<file path="src/hdl/timing_pin_pkg.sv">
// Constants and carriers for the connector timing-pin block.
// Assumes one 20 MHz clock; all pin inputs already synchronous.
// Behaviour
// (RQ1) One scan pulse per conversion when enabled
// (RQ2) Scan pulse rises when input may switch
// (RQ3) Strobe level changes only by software
// (RQ4) Pin 0 input: function input or trigger
// (RQ5) Pin 0 output: acquisition start trigger
// (RQ6) Pin 1 output: posttrigger start trigger
// (RQ7) Pin 2 output: active-low conversion pulse
// (RQ8) Pins 3, 8 copy counter sources
// (RQ9) Pins 4, 9 copy counter gates
// (RQ10) Dedicated pins carry both counter outputs
// (RQ11) Pin 5 output: active-low update pulse
// (RQ12) Pin 6 output: waveform start trigger
// (RQ13) Pin 7 pulses at each scan start
// (RQ14) Frequency pin carries generator output
// (RQ15) Every input pin selectable routing source
// (RQ16) I/O lines 6, 7 drive count direction
// (RQ17) Each pin driver enabled individually
// (RQ18) Pins shared by several timing signals
// (RQ19) Direction tap input-only, I/O unaffected
// (RQ20) I/O lines high impedance after reset
// (RQ21) Pin drivers disabled after reset
// (RQ22) Per-line direction bit gates output
package timing_pin_pkg;
    // ========================================
    // Sizes
    localparam int PIN_COUNT   = 10;
    localparam int IO_COUNT    = 8;
    localparam int ROUTE_COUNT = 13;
    localparam int SEL_W       = 4;
    // ========================================
    // Register map (word addresses)
    localparam logic [3:0] ADDR_PIN_OE   = 4'h0;
    localparam logic [3:0] ADDR_IO_DIR   = 4'h1;
    localparam logic [3:0] ADDR_IO_OUT   = 4'h2;
    localparam logic [3:0] ADDR_IO_IN    = 4'h3;
    localparam logic [3:0] ADDR_STROBE   = 4'h4;
    localparam logic [3:0] ADDR_CTRL     = 4'h5;
    localparam logic [3:0] ADDR_PIN_IN   = 4'h6;
    localparam logic [3:0] ADDR_ROUTE0   = 4'h8;
    localparam logic [3:0] ADDR_ROUTE1   = 4'h9;
    // ========================================
    // Field positions and reset values
    localparam int CTRL_SCAN_EN_BIT   = 0;
    localparam int CTRL_ANA_TRIG_BIT  = 1;
    localparam int IO_UPDOWN_A_BIT    = 6;
    localparam int IO_UPDOWN_B_BIT    = 7;
    localparam logic [9:0] PIN_OE_RST = 10'h000;
    localparam logic [7:0] IO_DIR_RST = 8'h00;
    localparam logic [7:0] IO_OUT_RST = 8'h00;
    localparam logic       STROBE_RST = 1'b1;
    localparam logic [3:0] SEL_NONE   = 4'hf;

    // Internal timing signals presented to the pins
    typedef struct packed {
        logic acq_trig;
        logic post_trig;
        logic convert_n;
        logic ctr_b_src;
        logic ctr_b_gate;
        logic update_n;
        logic wave_trig;
        logic scan_start;
        logic ctr_a_src;
        logic ctr_a_gate;
    } timing_out_s;

    // Dedicated outputs
    typedef struct packed {
        logic counter_a_output;
        logic counter_b_output;
        logic frequency_generator_output;
        logic per_conversion_pulse;
        logic software_toggled_strobe_n;
    } dedicated_s;
endpackage

</file>
<file path="src/hdl/route_select.sv">
// One routing multiplexer choosing a function pin for a timing signal.
// Assumes pin levels already synchronous; output registered.
`timescale 1ns/1ps
module route_select #(
    parameter int PINS = 10
) (
    input  wire logic             core_clk_i,
    input  wire logic             reset_i,
    input  wire logic [PINS-1:0]  pins_i,
    input  wire logic [3:0]       sel_i,
    output logic                  route_o
);
    logic route_d;
    logic route_q;

    // ========================================
    // Selection; out-of-range codes give low
    always_comb begin
        route_d = 1'b0;
        if (int'(sel_i) < PINS) begin
            route_d = pins_i[sel_i];
        end
    end

    always_ff @(posedge core_clk_i) begin
        if (reset_i) begin
            route_q <= 1'b0;
        end else begin
            route_q <= route_d;
        end
    end

    assign route_o = route_q;
endmodule

</file>
<file path="src/hdl/io_line.sv">
// One general I/O line: direction bit, output latch, tri-state split.
// Assumes pin input synchronous; pad resolved outside.
`timescale 1ns/1ps
module io_line (
    input  wire logic core_clk_i,
    input  wire logic reset_i,
    input  wire logic dir_i,
    input  wire logic val_i,
    input  wire logic pin_i,
    output logic      pin_o,
    output logic      pin_oe_o,
    output logic      in_o
);
    logic oe_d, oe_q, out_d, out_q, in_d, in_q;

    // ========================================
    // Value reaches pad only while an output
    always_comb begin
        oe_d  = dir_i;  // RQ22
        out_d = val_i;
        in_d  = pin_i;
    end

    always_ff @(posedge core_clk_i) begin
        if (reset_i) begin
            oe_q  <= 1'b0;  // RQ20
            out_q <= 1'b0;
            in_q  <= 1'b0;
        end else begin
            oe_q  <= oe_d;
            out_q <= out_d;
            in_q  <= in_d;
        end
    end

    assign pin_o    = out_q;
    assign pin_oe_o = oe_q;
    assign in_o     = in_q;
endmodule

</file>
<file path="src/hdl/timing_pin_interface.sv">
// Connector timing pins: function pin mux, counter and strobe pins,
// general I/O lines and a small register port.
// Assumes internal timing signals come synchronous from the timing core.
//
// Our own choices: strobed register access and the address map.
`timescale 1ns/1ps
module timing_pin_interface #(
    parameter int PINS   = timing_pin_pkg::PIN_COUNT,
    parameter int IOS    = timing_pin_pkg::IO_COUNT,
    parameter int ROUTES = timing_pin_pkg::ROUTE_COUNT
) (
    input  wire logic                         core_clk_i,
    input  wire logic                         reset_i,
    // Register port
    input  wire logic [3:0]                   reg_addr_i,
    input  wire logic [31:0]                  reg_wdata_i,
    input  wire logic                         reg_write_i,
    input  wire logic                         reg_read_i,
    output logic [31:0]                       reg_rdata_o,
    // Internal timing signals from the timing core
    input  wire timing_pin_pkg::timing_out_s  timing_i,
    input  wire logic                         conversion_start_i,
    input  wire logic                         input_switch_ok_i,
    input  wire logic                         scanning_i,
    input  wire logic                         counter_a_output_i,
    input  wire logic                         counter_b_output_i,
    input  wire logic                         freq_gen_i,
    // Function pins
    input  wire logic [PINS-1:0]              programmable_function_pin_i,
    output logic [PINS-1:0]                   programmable_function_pin_o,
    output logic [PINS-1:0]                   programmable_function_pin_oe_o,
    // Routed external sources for the timing core
    output logic [ROUTES-1:0]                 route_src_o,
    output logic                              analog_trigger_src_o,
    // Dedicated outputs
    output timing_pin_pkg::dedicated_s        dedicated_o,
    // General I/O lines
    input  wire logic [IOS-1:0]               general_io_line_i,
    output logic [IOS-1:0]                    general_io_line_o,
    output logic [IOS-1:0]                    general_io_line_oe_o,
    output logic                              counter_a_up_o,
    output logic                              counter_b_up_o
);
    // ========================================
    // Configuration registers
    logic [PINS-1:0]       pin_oe_d, pin_oe_q;
    logic [IOS-1:0]        io_dir_d, io_dir_q;
    logic [IOS-1:0]        io_out_d, io_out_q;
    logic                  strobe_d, strobe_q;
    logic                  scan_en_d, scan_en_q;
    logic                  ana_trig_d, ana_trig_q;
    logic [ROUTES*4-1:0]   sel_d, sel_q;
    logic [31:0]           rdata_d, rdata_q;
    logic [IOS-1:0]        io_in;
    logic [ROUTES-1:0]     route_w;

    // Register writes and read mux
    always_comb begin
        pin_oe_d   = pin_oe_q;
        io_dir_d   = io_dir_q;
        io_out_d   = io_out_q;
        strobe_d   = strobe_q;
        scan_en_d  = scan_en_q;
        ana_trig_d = ana_trig_q;
        sel_d      = sel_q;
        rdata_d    = 32'h0000_0000;
        if (reg_write_i) begin
            unique case (reg_addr_i)
                timing_pin_pkg::ADDR_PIN_OE:
                    pin_oe_d = reg_wdata_i[PINS-1:0];  // RQ17
                timing_pin_pkg::ADDR_IO_DIR:
                    io_dir_d = reg_wdata_i[IOS-1:0];  // RQ22
                timing_pin_pkg::ADDR_IO_OUT:
                    io_out_d = reg_wdata_i[IOS-1:0];
                timing_pin_pkg::ADDR_STROBE:
                    strobe_d = reg_wdata_i[0];  // RQ3
                timing_pin_pkg::ADDR_CTRL: begin
                    scan_en_d  = reg_wdata_i[timing_pin_pkg::CTRL_SCAN_EN_BIT];
                    ana_trig_d = reg_wdata_i[
                        timing_pin_pkg::CTRL_ANA_TRIG_BIT];
                end
                timing_pin_pkg::ADDR_ROUTE0:
                    sel_d[31:0] = reg_wdata_i;  // RQ18
                timing_pin_pkg::ADDR_ROUTE1:
                    sel_d[ROUTES*4-1:32] = reg_wdata_i[ROUTES*4-33:0];
                default: ;
            endcase
        end
        if (reg_read_i) begin
            unique case (reg_addr_i)
                timing_pin_pkg::ADDR_PIN_OE:
                    rdata_d[PINS-1:0] = pin_oe_q;
                timing_pin_pkg::ADDR_IO_DIR:
                    rdata_d[IOS-1:0] = io_dir_q;
                timing_pin_pkg::ADDR_IO_OUT:
                    rdata_d[IOS-1:0] = io_out_q;
                timing_pin_pkg::ADDR_IO_IN:
                    rdata_d[IOS-1:0] = io_in;
                timing_pin_pkg::ADDR_STROBE:
                    rdata_d[0] = strobe_q;
                timing_pin_pkg::ADDR_CTRL: begin
                    rdata_d[timing_pin_pkg::CTRL_SCAN_EN_BIT]  = scan_en_q;
                    rdata_d[timing_pin_pkg::CTRL_ANA_TRIG_BIT] = ana_trig_q;
                end
                timing_pin_pkg::ADDR_PIN_IN:
                    rdata_d[PINS-1:0] = programmable_function_pin_i;
                timing_pin_pkg::ADDR_ROUTE0:
                    rdata_d = sel_q[31:0];
                timing_pin_pkg::ADDR_ROUTE1:
                    rdata_d[ROUTES*4-33:0] = sel_q[ROUTES*4-1:32];
                default: rdata_d = 32'h0000_0000;  // Unmapped reads zero
            endcase
        end
    end

    always_ff @(posedge core_clk_i) begin
        if (reset_i) begin
            pin_oe_q   <= timing_pin_pkg::PIN_OE_RST;  // RQ21
            io_dir_q   <= timing_pin_pkg::IO_DIR_RST;  // RQ20
            io_out_q   <= timing_pin_pkg::IO_OUT_RST;
            strobe_q   <= timing_pin_pkg::STROBE_RST;
            scan_en_q  <= 1'b0;
            ana_trig_q <= 1'b0;
            sel_q      <= {ROUTES{timing_pin_pkg::SEL_NONE}};
            rdata_q    <= 32'h0000_0000;
        end else begin
            pin_oe_q   <= pin_oe_d;
            io_dir_q   <= io_dir_d;
            io_out_q   <= io_out_d;
            strobe_q   <= strobe_d;
            scan_en_q  <= scan_en_d;
            ana_trig_q <= ana_trig_d;
            sel_q      <= sel_d;
            rdata_q    <= rdata_d;
        end
    end

    assign reg_rdata_o = rdata_q;

    // ========================================
    // Routing: each timing signal picks any pin, pins may be shared
    for (genvar r = 0; r < ROUTES; r++) begin : g_route
        route_select #(
            .PINS (PINS)
        ) u_sel (
            .core_clk_i (core_clk_i),
            .reset_i    (reset_i),
            .pins_i     (programmable_function_pin_i),  // RQ15
            .sel_i      (sel_q[r*4 +: 4]),
            .route_o    (route_w[r])
        );
    end
    assign route_src_o = route_w;

    // ========================================
    // Pin drive and dedicated outputs, all registered
    logic [PINS-1:0] pin_d, pin_q, pin_en_q;
    logic            ana_d, ana_q;
    timing_pin_pkg::dedicated_s ded_d, ded_q;
    logic            up_a_q, up_b_q;

    always_comb begin
        pin_d[0] = timing_i.acq_trig;    // RQ5
        pin_d[1] = timing_i.post_trig;   // RQ6
        pin_d[2] = timing_i.convert_n;   // RQ7
        pin_d[3] = timing_i.ctr_b_src;   // RQ8
        pin_d[4] = timing_i.ctr_b_gate;  // RQ9
        pin_d[5] = timing_i.update_n;    // RQ11
        pin_d[6] = timing_i.wave_trig;   // RQ12
        pin_d[7] = timing_i.scan_start;  // RQ13
        pin_d[8] = timing_i.ctr_a_src;   // RQ8
        pin_d[9] = timing_i.ctr_a_gate;  // RQ9
        // Pin 0 as analog trigger source only when chosen
        ana_d = ana_trig_q & programmable_function_pin_i[0];  // RQ4
        ded_d.counter_a_output = counter_a_output_i;  // RQ10
        ded_d.counter_b_output = counter_b_output_i;  // RQ10
        ded_d.frequency_generator_output = freq_gen_i;  // RQ14
        // Rises once the input may switch, falls as the conversion ends
        ded_d.per_conversion_pulse = scan_en_q & scanning_i
            & conversion_start_i & input_switch_ok_i;  // RQ1 RQ2
        ded_d.software_toggled_strobe_n = strobe_q;  // RQ3
    end

    always_ff @(posedge core_clk_i) begin
        if (reset_i) begin
            pin_q    <= '0;
            pin_en_q <= '0;  // RQ21
            ana_q    <= 1'b0;
            // Strobe pin idles high so reset gives no false strobe edge
            ded_q    <= '{
                software_toggled_strobe_n: timing_pin_pkg::STROBE_RST,
                default: 1'b0};  // RQ3
            up_a_q   <= 1'b0;
            up_b_q   <= 1'b0;
        end else begin
            pin_q    <= pin_d;
            pin_en_q <= pin_oe_q;  // RQ17
            ana_q    <= ana_d;
            ded_q    <= ded_d;
            // Tap reads pad only, never drives it
            up_a_q   <= general_io_line_i[
                timing_pin_pkg::IO_UPDOWN_A_BIT];  // RQ16 RQ19
            up_b_q   <= general_io_line_i[
                timing_pin_pkg::IO_UPDOWN_B_BIT];  // RQ16 RQ19
        end
    end

    assign programmable_function_pin_o    = pin_q;
    assign programmable_function_pin_oe_o = pin_en_q;
    assign analog_trigger_src_o           = ana_q;
    assign dedicated_o                    = ded_q;
    assign counter_a_up_o                 = up_a_q;
    assign counter_b_up_o                 = up_b_q;

    // ========================================
    // General I/O lines
    for (genvar i = 0; i < IOS; i++) begin : g_io
        io_line u_io (
            .core_clk_i (core_clk_i),
            .reset_i    (reset_i),
            .dir_i      (io_dir_q[i]),
            .val_i      (io_out_q[i]),
            .pin_i      (general_io_line_i[i]),
            .pin_o      (general_io_line_o[i]),
            .pin_oe_o   (general_io_line_oe_o[i]),
            .in_o       (io_in[i])
        );
    end
endmodule

</file>
<file path="config.mk">
export PLATFORM = sky130hd
export DESIGN_NAME = timing_pin_interface
export DESIGN_NICKNAME = d
export VERILOG_FILES = /design/src/hdl/timing_pin_pkg.sv /design/src/hdl/route_select.sv /design/src/hdl/io_line.sv /design/src/hdl/timing_pin_interface.sv
export SDC_FILE = /design/constraint.sdc
export NUM_CORES = 1
export LEC_CHECK = 0
export ABC_AREA = 1
export BUFFER_PORTS_ARGS = -buffer_cell sky130_fd_sc_hd__buf_4
export CAP_MARGIN = 10
export CORE_AREA = 3 3 133 135
export DETAILED_ROUTE_END_ITERATION = 7
export DIE_AREA = 0 0 136 138
export GPL_ROUTABILITY_DRIVEN = 0
export PLACE_DENSITY = 0.71
export SYNTH_ARGS = -nofsm -noshare
export SYNTH_HDL_FRONTEND = slang
export SYNTH_SLANG_ARGS = --single-unit
</file>
<file path="constraint.sdc">
create_clock -name core_clk_i -period 1.7 [get_ports core_clk_i]
set_input_delay 0.255 -clock core_clk_i [delete_from_list [all_inputs] [get_ports core_clk_i]]
set_output_delay 0.255 -clock core_clk_i [all_outputs]
set_load 0.01 [all_outputs]
</file>
# After elaboration in Yosys (flattened, before gate mapping)
# Cells that the tools add are included.
dict set report word_totals {
  elab_cells 162
  input_bits 74
  out_inout_bits 89
  rom_bits 0
  ff_bits 176
  ramBits 0
  latch_bits 0
  memories 0
}
dict set report classes {
  addsub 0
  eq_ne 8
  n_reduce_logical 23
  n_shift 0
  n_lt_le_gt_ge 26
  mul 0
  bitwise 19
  div_mod_pow 0
  muxes 31
}
# cell count
set ops {}
lappend ops {{$lt 4x5->1 const B} 13}
lappend ops {{$bmux 1 s4} 13}
lappend ops {{$lt 4x4->1 const B} 13}
lappend ops {{$pmux 6 s7} 1}
lappend ops {{$reduce_or 2->1} 14}
lappend ops {{$pmux 10 s2} 1}
lappend ops {{$not 1->1} 15}
lappend ops {{$reduce_and 2->1} 7}
lappend ops {{$mux 1} 13}
lappend ops {{$eq 4x3->1 const B} 3}
lappend ops {{$pmux 1 s9} 1}
lappend ops {{$eq 4x2->1 const B} 2}
lappend ops {{$eq 4x4->1 const B} 2}
lappend ops {{$pmux 1 s8} 1}
lappend ops {{$pmux 2 s4} 1}
lappend ops {{$and 1x1->1} 4}
lappend ops {{$eq 4x1->1 const B} 1}
lappend ops {{$logic_not 4->1} 1}
lappend ops {{$reduce_or 3->1} 1}

# Longest topological paths before layout
dict set report logic_depth {
  word_depth 3
  depth_mapped 10
  depth_no_buf 7
}

# Cells and area by module
# Synthesis repeated with hierarchy kept, for this count alone.
dict set report hier_totals {
  cells_unflattened 1174
  hier_area_um2 7831.3
}
# module cells_each instances area_per_inst_um2 seq_area_each_um2
set modules_own_cells {}
lappend modules_own_cells {timing_pin_interface 634 1 5121.2 2822.7}
lappend modules_own_cells {route_select 36 13 157.7 20.0}
lappend modules_own_cells {io_line 9 8 82.6 60.1}

# Least setup slack after synthesis
# OpenSTA, ideal clock, no wires.
dict set report synth_path {
  path_type {input port to flip-flop}
  start {input reg_addr_i[1]}
  end {register sel_q[49]}
  arrival_time_ns 1.191
  setup_ns 0.119
  setup_slack_ns 0.391
  required_ns 1.581
  path_buffers 3
  cell_stages 10
  cell_sequence {buf_4 > inv_2 > nand2_4 > inv_2 > nand2_2 > nor2_4 > buf_6 > buf_6 > a21oi_2 > o21ai_2}
}
dict set report synth_between {
  elab_chain_cells 2
}
# item line
set synth_lines {}
lappend synth_lines {{start: declaration} timing_pin_interface.sv:15} ;# input wire logic [3:0] reg_addr_i,
lappend synth_lines {{$eq 4x4->1} timing_pin_interface.sv:68} ;# unique case (reg_addr_i)
lappend synth_lines {{$reduce_and 2->1 (no line)} -}
lappend synth_lines {{end signal: assignment} timing_pin_interface.sv:124} ;# sel_q <= {ROUTES{timing_pin_pkg::SEL_NONE}};
lappend synth_lines {{end signal: assignment} timing_pin_interface.sv:133} ;# sel_q <= sel_d;
lappend synth_lines {{end: declaration} timing_pin_interface.sv:52} ;# logic [ROUTES*4-1:0] sel_d, sel_q;
# No other way between the ends.
# A chain may end at the register's enable or synchronous reset.

# Worst setup path in the final report
dict set report layout_path {
  start {register sel_q[4]}
  end {register rdata_q[4] (netlist: reg_rdata_o[4])}
}
dict set report layout_between {
  elab_chain_cells 1
}
# item line
set layout_lines {}
lappend layout_lines {{$pmux 6 s7} timing_pin_interface.sv:90} ;# unique case (reg_addr_i)
lappend layout_lines {{end signal: assignment} timing_pin_interface.sv:134} ;# rdata_q <= rdata_d;
lappend layout_lines {{end: declaration} timing_pin_interface.sv:53} ;# logic [31:0] rdata_d, rdata_q;
# No other way between the ends.

==> reports/results.tsv <==
metric	value	unit
hold-path-cell-count	3	
crit_fanout	9	
floorplan.initialDensity	44.5	%
timing.final.max_slew_violations	0	
worst_setup_path_end_kind	flip-flop	
synth-warning-count	0	
postCtsResizedCells	0	
first_global_vias	6509	
avgRoutedWirePerCell	15.8	um
cts_setup_buffers	0	
worst_path_arrival_time	1620	ps
worst_setup_hold_path_clk_slew	70	ps
detailedRoute.firstIterationViolations	650	
worst-endpoint-required	2040	ps
top_level_i_o_count	163	
final.setup.tns	0	ps
layout.filler_cells	1572	
regToRegEndpoint	reg_rdata_o[4]$_SDFF_PP0_	
unrepaired_setup_endpoints_after_global_routing	false	
dp_hpwl	14.9	mm
worst-r2r-setup-slack	420	ps
rel_slew_slack	68.4	%
core-area	16600	um2
via_per_inst	5.18	
vdd_drop_max	707	uV
post_layout_nonfiller_instances	1334	
power.leakage	0.00432	uW
synth.top_cells.by_area	sky130_fd_sc_hd__dfxtp_1 48%, sky130_fd_sc_hd__nand2_1 8.8%, sky130_fd_sc_hd__inv_1 5.6%, sky130_fd_sc_hd__o21ai_0 5.4%, sky130_fd_sc_hd__nand3_1 5.4%	
grt_start_max_net_pins	79	
grt.total_usage	22.3	%
seqCellArea	3520	um2
max_freq	781	MHz
timing_hold_violations_final	0	
die_y	138	um
synth.largest_area_cell	sky130_fd_sc_hd__dfxtp_1	
max_stage_delay	460	ps
run_status	complete, no violations	
startpoint_type_of_the_worst_setup_path	flip-flop	
synth_top_area_share	47.8	%
grt_first_pass_wirelength	33.2	mm
dr_drc_count	0	
avgSynthCellArea	7.56	um2
syn2layout_area_growth	25.0	%
drt_pass1_iterations	5	
hold_path_end	programmable_function_pin_o[6]$_SDFF_PP0_	
asyncSetResetFlopFracSynth	0	%
dieWidth	136	um
dpl.cell_count	1302	
post-layout-total-power	8970	uW
netlist_instances	975	
crit_slowest_cell	sky130_fd_sc_hd__dfxtp_1	
worstHoldPathType	in -> reg	
cts-htree-levels	4	
cts_tree	done	
gr-total-overflow	0	
post_synth_num_cell_types	28	
die-area	18800	um2
max-clock-path-buffers	2	
worst_pin_slew	474	ps
mappedNetlistNets	1049	
multiInputGateArea	2960	um2
ant_nets	0	
final_worst_path_period_share	75.3	%
placementRows	47	
detailroute.via_count	6908	
ys_seq_elements	176	
drv.max_cap_violation_count	0	
placedInstanceArea	8620	um2
synth_sequential_area_ratio	47.8	%
timing.critical_path.cells	inv_1, o21ai_0, nor2_1, a21oi_1	
final_report_setup_violation_count	0	
criticalPathCategory	reg -> reg	
synth_edf_count	0	
synth_area	7370	um2
worst_hold_path_startpoint	timing_i[3]	
reg2reg_depth	4	
cellPowerDensity	974	nW/um2
detail_route.wirelength	21.0	mm
grt_antenna_before_repair	0	
numCtsBuffers	17	
final.setup_skew	6.54	ps
ys_dominant_reg_cell	sky130_fd_sc_hd__dfxtp_1	
worst_skew_pair.late_latency	430	ps
finalWorstPathRequiredPeriod	1280	ps
design_area	9220	um2
regToRegStartpoint	sel_q[4]$_SDFFE_PP1P_	
drive_gt1_share	22.5	%
diodes	0	
postCtsHoldBufs	0	
layout.nets	1175	
clock_sink_count	176	
io_buffers	162	
clk_root_buffer_cell	sky130_fd_sc_hd__clkbuf_16	
[per-stage QoR]
| step | hold slack [ps] | setup slack [ps] | utilization [%] |
|---|---|---|---|
| floorplan | 362 | 391 | - |
| global placement | 418 | 261 | 52.0 |
| detailed placement | 423 | 252 | 52.0 |
| CTS | 11.0 | 483 | 55.6 |
| global route | 19.9 | 354 | 55.6 |
| finish | 25.7 | 420 | 55.6 |
[cell families after synthesis]
family / synth area share [%]
and+or+nand+nor: 22.3
buffers and inverters: 12.1
DFF: 47.8
AOI/OAI and AO/OA: 17.8
[cells in the mapped netlist, types with 3 or more instances]
library cell / count
sky130_fd_sc_hd__o21ai_1: 3
sky130_fd_sc_hd__a21oi_2: 10
sky130_fd_sc_hd__buf_2: 16
sky130_fd_sc_hd__a21oi_1: 72
sky130_fd_sc_hd__nand3_1: 79
sky130_fd_sc_hd__o211ai_1: 33
sky130_fd_sc_hd__buf_1: 3
sky130_fd_sc_hd__inv_1: 111
sky130_fd_sc_hd__nor2_1: 92
sky130_fd_sc_hd__nand2_2: 4
sky130_fd_sc_hd__clkbuf_1: 23
sky130_fd_sc_hd__nand2_1: 172
sky130_fd_sc_hd__o21ai_0: 80
sky130_fd_sc_hd__o32ai_1: 10
sky130_fd_sc_hd__clkinv_1: 6
sky130_fd_sc_hd__inv_2: 5
sky130_fd_sc_hd__buf_4: 31
sky130_fd_sc_hd__nand4_1: 23
sky130_fd_sc_hd__o22ai_1: 4
sky130_fd_sc_hd__nor2_4: 5
sky130_fd_sc_hd__dfxtp_1: 176
sky130_fd_sc_hd__o21ai_2: 10
[final cells by class]
type | count | area share [%]
Tap cell | 220 | 2.99
Inverter | 122 | 4.97
Sequential cell | 176 | 38.2
Clock buffer | 19 | 4.81
Multi-Input combinational cell | 601 | 32.1
Timing Repair Buffer | 183 | 15.3
Clock inverter | 13 | 1.62
[where the power goes]
part	leakage, uW	internal, uW	switching (uW)
Combinational	0.00260	314	478
Clock	0.000293	2230	1680
Sequential	0.00143	4210	48.1
[critical path, delay by kind of cell, from the launching register on]
kind,cells,cell delay (ps)
compound gates,2,490
flops,1,460
buf+inv,1,130
simple gates,1,120
[per-layer routing]
layer  part of all wire, %  routed length, um  vias up  global-route usage [%]
met5                     0                  0        -                       0
met2                    45               9570      325                    35.3
li1                      -                  -     3424                       -
met1                    43               9090     3108                    29.6
met3                   8.8               1850       51                    5.41
met4                   2.5                520        0                    8.44
[state kept, by name, indices dropped and copies added, names as in the netlist, 5 cells and up]
signal                          count
sel_q                              52
reg_rdata_o                        32
g_route.u_sel.route_o              13
pin_oe_q                           10
programmable_function_pin_o        10
programmable_function_pin_oe_o     10
g_io.u_io.in_o                      8
g_io.u_io.pin_o                     8
g_io.u_io.pin_oe_o                  8
io_dir_q                            8
io_out_q                            8
dedicated_o                         5
[worst max-delay path by stage]
| stage | from | end | slack [ps] | cells past startpoint |
|---|---|---|---|---|
| floorplan | reg_addr_i[1] | sel_q[49]$_SDFFE_PP1P_ | 390 | 10 |
| global placement | reg_addr_i[3] | reg_rdata_o[1]$_SDFF_PP0_ | 260 | 6 |
| detailed placement | reg_addr_i[1] | sel_q[40]$_SDFFE_PP1P_ | 250 | 9 |
| CTS | reg_rdata_o[1]$_SDFF_PP0_ | reg_rdata_o[1] | 480 | 1 |
| global route | sel_q[36]$_SDFFE_PP1P_ | g_route[9].u_sel.route_o$_SDFF_PP0_ | 350 | 7 |
| finish | sel_q[4]$_SDFFE_PP1P_ | reg_rdata_o[4]$_SDFF_PP0_ | 420 | 4 |
[placed cells by master (no fill, tap or decap), types with 6 or more instances in the layout]
| cell | Yosys | final |
|---|---|---|
| sky130_fd_sc_hd__buf_4 | 31 | 180 |
| sky130_fd_sc_hd__dfxtp_1 | 176 | 176 |
| sky130_fd_sc_hd__nand2_1 | 172 | 172 |
| sky130_fd_sc_hd__inv_1 | 111 | 111 |
| sky130_fd_sc_hd__nor2_1 | 92 | 92 |
| sky130_fd_sc_hd__o21ai_0 | 80 | 80 |
| sky130_fd_sc_hd__nand3_1 | 79 | 79 |
| sky130_fd_sc_hd__a21oi_1 | 72 | 72 |
| sky130_fd_sc_hd__o211ai_1 | 33 | 33 |
| sky130_fd_sc_hd__nand4_1 | 23 | 23 |
| sky130_fd_sc_hd__clkbuf_16 | 0 | 17 |
| sky130_fd_sc_hd__a21oi_2 | 10 | 10 |
| sky130_fd_sc_hd__o21ai_2 | 10 | 10 |
| sky130_fd_sc_hd__o32ai_1 | 10 | 10 |
| sky130_fd_sc_hd__clkinv_1 | 6 | 6 |
Power figures use the tool's default switching activity.
